--- src/common/hls_pkg.sv ---
// Package of constants, types and structs for the host link select and lockout block.
package hls_pkg;

    // ----------------------------------------------------------------
    // Timing
    // ----------------------------------------------------------------
    localparam int CLK_FREQ_HZ = 100_000_000;
    localparam int DEGLITCH_SHORT_MS = 1;
    localparam int DEGLITCH_LONG_MS = 10;
    localparam int DEGLITCH_SHORT_CYC = CLK_FREQ_HZ / 1000 * DEGLITCH_SHORT_MS;
    localparam int DEGLITCH_LONG_CYC = CLK_FREQ_HZ / 1000 * DEGLITCH_LONG_MS;
    localparam int TURNAROUND_MS = 15;
    localparam int TURNAROUND_CYC = CLK_FREQ_HZ / 1000 * TURNAROUND_MS;

    // ----------------------------------------------------------------
    // Field encodings and reset values
    // ----------------------------------------------------------------
    localparam logic [1:0] LINK_SEL_SPI = 2'h0;
    localparam logic [1:0] LINK_SEL_I2C = 2'h1;
    localparam logic [1:0] LINK_SEL_WIRE = 2'h2;
    localparam logic [1:0] LINK_SEL_RESET = 2'h0;
    localparam logic FILTER_SEL_RESET = 1'b0;
    localparam logic [7:0] LOCK_CODE = 8'hAA;
    localparam logic [7:0] UNLOCK_CODE = 8'h00;
    localparam int SPI_WORD_W = 8;

    // Error flag positions in the two single-wire error status words.
    localparam int ERR1_BAUD_BIT = 0;
    localparam int ERR1_SYNC_BIT = 1;
    localparam int ERR2_STOP_BIT = 0;
    localparam int ERR2_CMD_BIT = 1;

    typedef enum logic [2:0] {
        ACT_IDLE,
        ACT_HIGH,
        ACT_WAIT_LOW,
        ACT_RETURN,
        ACT_DONE
    } hls_act_state_t;

    typedef struct packed {
        logic baud_range;
        logic bad_sync;
        logic bad_stop;
        logic bad_cmd;
    } hls_wire_err_t;

    typedef struct packed {
        logic [1:0] link_sel;
        logic filter_sel;
        logic transceiver_route_switch_en;
        logic mem_owner;
    } hls_ctrl_t;

endpackage : hls_pkg

--- src/rtl/hls_buf2.sv ---
// Two-entry valid/ready buffer with honest full and empty.
`timescale 1ns/1ns
`default_nettype none
module hls_buf2 #(
    parameter int WIDTH = 8,
    parameter int DEPTH = 2
) (
    input wire logic sys_clk_in,
    input wire logic resetn_in,
    input wire logic in_valid_in,
    output logic in_ready_out,
    input wire logic [WIDTH-1:0] in_data_in,
    output logic out_valid_out,
    input wire logic out_ready_in,
    output logic [WIDTH-1:0] out_data_out
);
    if (DEPTH != 2)
    begin : g_depth_check
        $error("hls_buf2 supports a depth of two only");
    end

    logic [WIDTH-1:0] mem_reg [DEPTH];
    logic wr_ptr_reg;
    logic rd_ptr_reg;
    logic [1:0] count_reg;
    logic push;
    logic pop;

    assign in_ready_out = (count_reg != 2'h2);
    assign out_valid_out = (count_reg != 2'h0);
    assign push = in_valid_in && in_ready_out;
    assign pop = out_valid_out && out_ready_in;
    assign out_data_out = mem_reg[rd_ptr_reg];

    always_ff @(posedge sys_clk_in or negedge resetn_in)
    begin
        if (!resetn_in)
        begin
            wr_ptr_reg <= 1'b0;
            rd_ptr_reg <= 1'b0;
            count_reg <= 2'h0;
            mem_reg[0] <= '0;
            mem_reg[1] <= '0;
        end
        else
        begin
            if (push)
            begin
                mem_reg[wr_ptr_reg] <= in_data_in;
                wr_ptr_reg <= ~wr_ptr_reg;
            end
            if (pop)
                rd_ptr_reg <= ~rd_ptr_reg;
            if (push && !pop)
                count_reg <= count_reg + 2'h1;
            else if (pop && !push)
                count_reg <= count_reg - 2'h1;
        end
    end
endmodule : hls_buf2
`default_nettype wire

--- src/rtl/hls_sync.sv ---
// Two-flip-flop synchroniser for a bundle of asynchronous levels.
`timescale 1ns/1ns
`default_nettype none
module hls_sync #(
    parameter int WIDTH = 1
) (
    input wire logic sys_clk_in,
    input wire logic resetn_in,
    input wire logic [WIDTH-1:0] async_in,
    output logic [WIDTH-1:0] sync_out
);
    logic [WIDTH-1:0] meta_reg;

    always_ff @(posedge sys_clk_in or negedge resetn_in)
    begin
        if (!resetn_in)
        begin
            meta_reg <= '0;
            sync_out <= '0;
        end
        else
        begin
            meta_reg <= async_in;
            sync_out <= meta_reg;
        end
    end
endmodule : hls_sync
`default_nettype wire

--- src/rtl/hls_top.sv ---
// Host link select, single-wire activation, SPI slave shifter and host memory lockout.
`timescale 1ns/1ns
`default_nettype none
module hls_top
    import hls_pkg::*;
#(
    parameter int DEGLITCH_SHORT = DEGLITCH_SHORT_CYC,
    parameter int DEGLITCH_LONG = DEGLITCH_LONG_CYC,
    parameter int WORD_W = SPI_WORD_W
) (
    input wire logic sys_clk_in,
    input wire logic resetn_in,
    // Control written by software.
    input wire hls_ctrl_t ctrl_in,
    input wire logic lock_wr_in,
    input wire logic [7:0] lock_data_in,
    input wire logic watchdog_rst_in,
    // Analog comparator outputs at the shared pin.
    input wire logic over_54v_in,
    input wire logic act_level_in,
    // Single-wire line and its controller.
    input wire logic wire_rx_in,
    input wire logic wire_tx_req_in,
    input wire logic wire_tx_bit_in,
    input wire hls_wire_err_t wire_err_in,
    output logic wire_out,
    output logic wire_oe_out,
    output logic [7:0] wire_err1_out,
    output logic [7:0] wire_err2_out,
    input wire logic [1:0] wire_err_clr_in,
    // Pin routing.
    output logic dac_on_out,
    output logic transceiver_route_switch_route_out,
    output logic wire_ctrl_en_out,
    output logic wire_activation_irq_out,
    // SPI pins.
    input wire logic spi_cs_n_in,
    input wire logic spi_sck_in,
    input wire logic spi_sdi_in,
    output logic spi_sdo_out,
    output logic spi_sdo_oe_out,
    // Received SPI words and words to return.
    output logic rx_valid_out,
    input wire logic rx_ready_in,
    output logic [WORD_W-1:0] rx_data_out,
    input wire logic [WORD_W-1:0] tx_data_in,
    output logic spi_overrun_out,
    // I2C pins routed on the GPIO lines.
    output logic i2c_pins_en_out,
    // Memory arbitration.
    output logic host_mem_grant_out,
    output logic host_test_grant_out,
    output logic cpu_mem_grant_out,
    output logic locked_out
);
    if (DEGLITCH_SHORT < 1 || DEGLITCH_LONG < DEGLITCH_SHORT || WORD_W < 2)
    begin : g_param_check
        $error("hls_top parameter values not supported");
    end

    function automatic int unsigned deglitch_len(input logic sel);
        deglitch_len = sel ? DEGLITCH_LONG : DEGLITCH_SHORT;
    endfunction : deglitch_len

    // ----------------------------------------------------------------
    // Input synchronisers
    // ----------------------------------------------------------------
    logic over_s;
    logic lvl_s;
    logic line_low_s;
    logic cs_s;
    logic sck_s;
    logic sdi_s;

    // Line and chip select enter inverted, so that the synchroniser's reset value
    // matches their idle level and no false selection follows reset.
    hls_sync #(.WIDTH(6)) u_sync (
        .sys_clk_in(sys_clk_in),
        .resetn_in(resetn_in),
        .async_in({over_54v_in, act_level_in, !wire_rx_in, !spi_cs_n_in, spi_sck_in,
            spi_sdi_in}),
        .sync_out({over_s, lvl_s, line_low_s, cs_s, sck_s, sdi_s})
    );

    // ----------------------------------------------------------------
    // Link selection and pin routing
    // ----------------------------------------------------------------
    logic wire_sel;
    logic act_enabled;
    logic dac_base;
    hls_act_state_t act_state_reg;
    hls_act_state_t act_state_next;

    assign wire_sel = (ctrl_in.link_sel == LINK_SEL_WIRE);
    assign wire_ctrl_en_out = wire_sel;
    assign transceiver_route_switch_route_out = ctrl_in.transceiver_route_switch_en;
    assign i2c_pins_en_out = (ctrl_in.link_sel == LINK_SEL_I2C);
    // The DAC drives the pin unless single-wire is selected or the pin is routed to the transceiver.
    assign dac_base = !wire_sel && !ctrl_in.transceiver_route_switch_en;
    // SPI is the reset selection, so it only counts once software picks it with
    // host ownership; otherwise activation would never be possible.
    assign act_enabled = dac_base && !i2c_pins_en_out
        && !(ctrl_in.link_sel == LINK_SEL_SPI && ctrl_in.mem_owner);

    // Overvoltage kills the DAC at once; during the return period it is back on.
    assign dac_on_out = dac_base && !over_s
        && (act_state_reg != ACT_HIGH || !lvl_s);

    // ----------------------------------------------------------------
    // Activation deglitch sequence
    // ----------------------------------------------------------------
    logic [31:0] tmr_reg;
    logic tmr_done;
    logic irq_reg;

    assign tmr_done = (tmr_reg >= deglitch_len(ctrl_in.filter_sel));

    always_comb
    begin
        act_state_next = act_state_reg;
        case (act_state_reg)
            ACT_IDLE:
                if (act_enabled && lvl_s)
                    act_state_next = ACT_HIGH;
            ACT_HIGH:
                if (!lvl_s)
                    act_state_next = ACT_IDLE;
                else if (tmr_done)
                    act_state_next = ACT_WAIT_LOW;
            ACT_WAIT_LOW:
                if (!lvl_s)
                    act_state_next = ACT_RETURN;
            ACT_RETURN:
                if (lvl_s)
                    act_state_next = ACT_WAIT_LOW;
                else if (tmr_done)
                    act_state_next = ACT_DONE;
            ACT_DONE:
                act_state_next = ACT_IDLE;
            default:
                act_state_next = ACT_IDLE;
        endcase
        if (!act_enabled)
            act_state_next = ACT_IDLE;
    end

    always_ff @(posedge sys_clk_in or negedge resetn_in)
    begin
        if (!resetn_in)
            act_state_reg <= ACT_IDLE;
        else
            act_state_reg <= act_state_next;
    end

    always_ff @(posedge sys_clk_in or negedge resetn_in)
    begin
        if (!resetn_in)
            tmr_reg <= '0;
        else if (act_state_next != act_state_reg)
            tmr_reg <= '0;
        else if (!tmr_done)
            tmr_reg <= tmr_reg + 32'h1;
    end

    // One-cycle interrupt pulse at the end of the return period.
    always_ff @(posedge sys_clk_in or negedge resetn_in)
    begin
        if (!resetn_in)
            irq_reg <= 1'b0;
        else
            irq_reg <= (act_state_reg == ACT_DONE);
    end
    assign wire_activation_irq_out = irq_reg;

    // ----------------------------------------------------------------
    // Single-wire line driver and error status
    // ----------------------------------------------------------------
    logic wire_drv_reg;
    logic [7:0] err1_reg;
    logic [7:0] err2_reg;

    // Open drain: only a dominant zero is driven, and only on command.
    // A dominant bit starts only on a recessive line, then holds against its own echo.
    always_ff @(posedge sys_clk_in or negedge resetn_in)
    begin
        if (!resetn_in)
            wire_drv_reg <= 1'b0;
        else
            wire_drv_reg <= wire_sel && ctrl_in.transceiver_route_switch_en && wire_tx_req_in
                && !wire_tx_bit_in && (!line_low_s || wire_drv_reg);
    end
    assign wire_out = 1'b0;
    assign wire_oe_out = wire_drv_reg;

    // Set wins over clear so an error in the clearing cycle is kept.
    always_ff @(posedge sys_clk_in or negedge resetn_in)
    begin
        if (!resetn_in)
        begin
            err1_reg <= 8'h00;
            err2_reg <= 8'h00;
        end
        else
        begin
            if (wire_err_clr_in[0])
                err1_reg <= 8'h00;
            if (wire_err_clr_in[1])
                err2_reg <= 8'h00;
            if (wire_err_in.baud_range)
                err1_reg[ERR1_BAUD_BIT] <= 1'b1;
            if (wire_err_in.bad_sync)
                err1_reg[ERR1_SYNC_BIT] <= 1'b1;
            if (wire_err_in.bad_stop)
                err2_reg[ERR2_STOP_BIT] <= 1'b1;
            if (wire_err_in.bad_cmd)
                err2_reg[ERR2_CMD_BIT] <= 1'b1;
        end
    end
    assign wire_err1_out = err1_reg;
    assign wire_err2_out = err2_reg;

    // ----------------------------------------------------------------
    // SPI slave shifter
    // ----------------------------------------------------------------
    logic spi_active;
    logic sck_d_reg;
    logic sck_rise;
    logic [WORD_W-1:0] sh_in_reg;
    logic [WORD_W-1:0] sh_out_reg;
    logic [$clog2(WORD_W)-1:0] bit_cnt_reg;
    logic word_valid_reg;
    logic [WORD_W-1:0] word_reg;
    logic buf_ready;
    logic overrun_reg;
    logic last_bit;

    assign spi_active = (ctrl_in.link_sel == LINK_SEL_SPI) && cs_s;
    assign last_bit = (bit_cnt_reg == ($clog2(WORD_W))'(WORD_W - 1));

    always_ff @(posedge sys_clk_in or negedge resetn_in)
    begin
        if (!resetn_in)
            sck_d_reg <= 1'b0;
        else
            sck_d_reg <= sck_s;
    end
    assign sck_rise = sck_s && !sck_d_reg;

    // Held in reset whenever chip select is high.
    always_ff @(posedge sys_clk_in or negedge resetn_in)
    begin
        if (!resetn_in)
        begin
            sh_in_reg <= '0;
            sh_out_reg <= '0;
            bit_cnt_reg <= '0;
        end
        else if (!spi_active)
        begin
            sh_in_reg <= '0;
            sh_out_reg <= tx_data_in;
            bit_cnt_reg <= '0;
        end
        else if (sck_rise)
        begin
            sh_in_reg <= {sh_in_reg[WORD_W-2:0], sdi_s};
            bit_cnt_reg <= last_bit ? '0 : bit_cnt_reg + 1'b1;
            sh_out_reg <= last_bit ? tx_data_in : {sh_out_reg[WORD_W-2:0], 1'b0};
        end
    end

    always_ff @(posedge sys_clk_in or negedge resetn_in)
    begin
        if (!resetn_in)
        begin
            word_valid_reg <= 1'b0;
            word_reg <= '0;
            overrun_reg <= 1'b0;
        end
        else
        begin
            word_valid_reg <= spi_active && sck_rise && last_bit;
            if (spi_active && sck_rise && last_bit)
                word_reg <= {sh_in_reg[WORD_W-2:0], sdi_s};
            // A word finished with the buffer full is flagged, sticky until reset.
            if (word_valid_reg && !buf_ready)
                overrun_reg <= 1'b1;
        end
    end
    assign spi_overrun_out = overrun_reg;

    hls_buf2 #(.WIDTH(WORD_W), .DEPTH(2)) u_buf (
        .sys_clk_in(sys_clk_in),
        .resetn_in(resetn_in),
        .in_valid_in(word_valid_reg),
        .in_ready_out(buf_ready),
        .in_data_in(word_reg),
        .out_valid_out(rx_valid_out),
        .out_ready_in(rx_ready_in),
        .out_data_out(rx_data_out)
    );

    assign spi_sdo_out = sh_out_reg[WORD_W-1];
    assign spi_sdo_oe_out = spi_active;

    // ----------------------------------------------------------------
    // Host memory lockout and ownership
    // ----------------------------------------------------------------
    logic locked_reg;

    // The device reset or a write of the unlock code clears the lock; a watchdog reset of the processor does not.
    always_ff @(posedge sys_clk_in or negedge resetn_in)
    begin
        if (!resetn_in)
            locked_reg <= 1'b0;
        else if (lock_wr_in && lock_data_in == LOCK_CODE)
            locked_reg <= 1'b1;
        else if (lock_wr_in && lock_data_in == UNLOCK_CODE)
            locked_reg <= 1'b0;
    end
    assign locked_out = locked_reg;

    assign host_test_grant_out = 1'b1;
    assign host_mem_grant_out = ctrl_in.mem_owner && !locked_reg;
    assign cpu_mem_grant_out = !ctrl_in.mem_owner && !watchdog_rst_in;
endmodule : hls_top
`default_nettype wire

--- config.mk ---
export PLATFORM = sky130hd
export DESIGN_NAME = hls_top
export DESIGN_NICKNAME = d
export VERILOG_FILES = /design/src/common/hls_pkg.sv /design/src/rtl/hls_buf2.sv /design/src/rtl/hls_sync.sv /design/src/rtl/hls_top.sv
export SDC_FILE = /design/constraint.sdc
export NUM_CORES = 1
export LEC_CHECK = 0
export BUFFER_PORTS_ARGS = -buffer_cell sky130_fd_sc_hd__buf_2
export CAP_MARGIN = 40
export CORE_MARGIN = 3
export CORE_UTILIZATION = 56
export DETAILED_ROUTE_END_ITERATION = 16
export GPL_ROUTABILITY_DRIVEN = 0
export GPL_TIMING_DRIVEN = 0
export PLACE_DENSITY = 0.84
export SLEW_MARGIN = 20
export SYNTH_ARGS = -nofsm -noshare
export SYNTH_HDL_FRONTEND = slang
export SYNTH_HIERARCHICAL = 1
export SYNTH_SLANG_ARGS = --single-unit
--- constraint.sdc ---
create_clock -name sys_clk_in -period 4 [get_ports sys_clk_in]
set_clock_uncertainty 0.1 [all_clocks]
set_input_delay 0.6 -clock sys_clk_in [delete_from_list [all_inputs] [get_ports sys_clk_in]]
set_output_delay 0.6 -clock sys_clk_in [all_outputs]
set_load 0.03 [all_outputs]
==> flow_summary.ini <==
[sta]
setup_viol = 0
hold_viol_final = 0
worst_pin_slew_ps = 687
post-route-min-period_ps = 3110
finalSetupTns_ps = 0
max_freq_mhz = 322
rsz0062_at_grt = false
min_period_over_period_pct = 77.7
slew_headroom_pct = 53.8
postLayoutSetupSlackWorst_ps = 891
finalMaxSlewViolations = 0

[synth]
synth_top_cell_area_share_pct = 53.1
syn_area_um2 = 4850
synth.area.top_cells = dfrtp_1, mux2_4, a21oi_1
synth.area.mux_share_pct = 9.08
synth.avg_cell_area_um2 = 10.9
synth-simple-area-share_pct = 16.0
yosysSeqAreaShare_pct = 53.1
ys_seq_elements = 103
synth_top_family_by_area = simple AND/OR/NAND/NOR gates
yosysTopAreaCell = dfrtp_1
netlist_instances = 445
synth_compound_area_share_pct = 9.96
synth_fa_ha_area_share_pct = 3.61
async_flop_share_pct = 100
synth_edf_count = 0
synth_cell_types = 51
synth_ff_type = dfrtp_1
yosys.area_share.xor_xnor_pct = 1.44
ys.warnings.count = 6

[clocking]
cts_made_buffers = 9
clk_latency_ps = 360
cts_tree = done
cts_hold_buf = 0
cts_root_buffer = clkbuf_8
cts_sinks = 103
cts_setup_buffers = 0
cts_max_level = 3
cts-resized-gates = 0
ctsLongestPathBuffers = 2
path_clk_slew_ps = 120

[floorplanning]
fp.dieH_um = 99.1
ios = 79
die_w_um = 99.1
dieArea_um2 = 9810
start_util_pct = 58.5
core_area_um2 = 8300
rows = 33

[routing]
drt_iter0_drc = 258
drc = 0
vias = 3589
first_pass_iters = 5
postRouteAntennaNets = 0
finalWirelength_um = 9380
wl_per_cell_um = 14.6
vias_per_cell = 5.58

[global_routing]
grt_pass1_wl_um = 16100
antenna_found_initial = 0
gr-total-overflow = 0
grt_start_max_net_pins = 54
grt.total_usage_pct = 20.0
grt_pass1_vias = 3523

[power]
power.leakage_nw = 2.73
vdd_drop_max_v = 0.000218
p_per_area_nw_per_um2 = 358
power_w = 0.00200

[critical_path]
timing.rr.start = tmr_reg[6]$_DFFE_PN0P_
worstPathMaxFanout = 9
crit_type = in -> reg
cp-end-kind = register
critical_path.startpoint = ctrl_in[2]
crit_required_ps = 4170
arrival_ps = 3280
worstSetupStartpointType = primary input

[final_layout]
final_layout_size_suffix_gt1_share_pct = 26.6
nets = 587
fill_cells = 589
seqCellArea_um2 = 2580
antenna_cells = 0
synthToLayoutAreaGrowth_pct = 15.2
design_area_um2 = 5590
multi_input_area_um2 = 2000
largest_register_ffs = 32

[place]
place_ws_ps = 535
place_area_um2 = 5380
port_buffers = 64
hpwl_um = 6580

[hold_path]
worstHoldPathType = in -> async

[status]
status = complete, no violations

[flow_run]
drv_cap = 0
==> cell type report <==
| type | instances | area share, % |
|---|---|---|
| timing repair buffer | 65 | 6.34 |
| clock buffer | 9 | 2.22 |
| multi-input combinational | 289 | 35.7 |
| inverter | 30 | 2.02 |
| tap | 105 | 2.35 |
| clock inverter | 7 | 1.46 |
| sequential | 103 | 46.1 |
| buffer | 35 | 3.74 |
==> metrics by stage <==
step                std cells  hold WS [ps]  utilization, %
finish                    643          41.4            67.3
detailed placement        627           236            64.8
global placement          626           232            64.4
floorplan                 457           204               -
CTS                       643          65.5            67.3
global route              643          73.8            67.3
==> Yosys cell counts, drive strengths merged, types with 7 or more instances <==
cell and number:
a21oi 37, buf 23, clkbuf 12, dfrtp 103
ha 14, inv 29, mux2 32, nand2 32
nand3 8, nand4 8, nor2 30, nor4 7
o21ai 11, o22ai 7, o31ai 13, or3 9
or4 14
==> placed cells by master (no fill, tap or decap), types with 11 or more instances in the layout <==
cell,n
a21oi_1,37
buf_2,68
buf_4,15
clkbuf_1,12
conb_1,14
dfrtp_1,103
ha_1,14
inv_1,29
mux2_2,16
mux2_4,16
nand2_1,32
nor2_1,30
o21ai_0,11
o31ai_1,13
or4_1,13
==> worst max-delay path, stage by stage <==
cell,delay [ps]
buf_2,130
inv_1,190
ha_1,280
nor4bb_1,140
and4_1,200
o311a_1,400
or4_1,470
buf_2,190
or4_1,510
a21oi_1,170
==> metal layers <==
layer  share of wire, %  GRT usage [%]  vias up
met5                  0              0        -
met4               0.94           6.83        0
met3                5.7           3.11        9
met2                 50           34.0      116
met1                 43           26.3     1754
li1                   -              -     1710
==> power breakdown <==
part	switching, W	internal, W	total, W
clock network	0.000394	0.000251	0.000645
registers	0.0000319	0.00108	0.00111
logic	0.000159	0.0000869	0.000246
total	0.000585	0.00141	0.00200
==> path summary, 6_finish.rpt <==
| check | slack (ps) | cells after the start | endpoint |
|---|---|---|---|
| worst max-delay path | 890 | 10 | tmr_reg[17]$_DFFE_PN0P_ |
| worst min-delay path | 40 | 1 | u_buf/mem_reg[5]$_DFFE_PN0P_ |
| worst max register to register | 960 | 8 | tmr_reg[17]$_DFFE_PN0P_ |
| worst min register to register | 260 | 0 | u_sync/sync_out[2]$_DFF_PN0_ |
| max in group asynchronous | 3130 | 2 | u_sync/sync_out[0]$_DFF_PN0_ |
| min in group sys_clk_in | 240 | 1 | u_sync/meta_reg[5]$_DFF_PN0_ |
==> logic make-up (layout without fill, tap and decap cells) <==
group / Yosys count / in the layout
compound gates: 81 / 81
xor+xnor: 8 / 8
fa+ha+maj: 14 / 14
buf+inv: 65 / 146
flops: 103 / 103
mux: 34 / 34
other cells: 2 / 14
simple gates: 138 / 138
No activity file was read; power rests on OpenSTA's default activity.
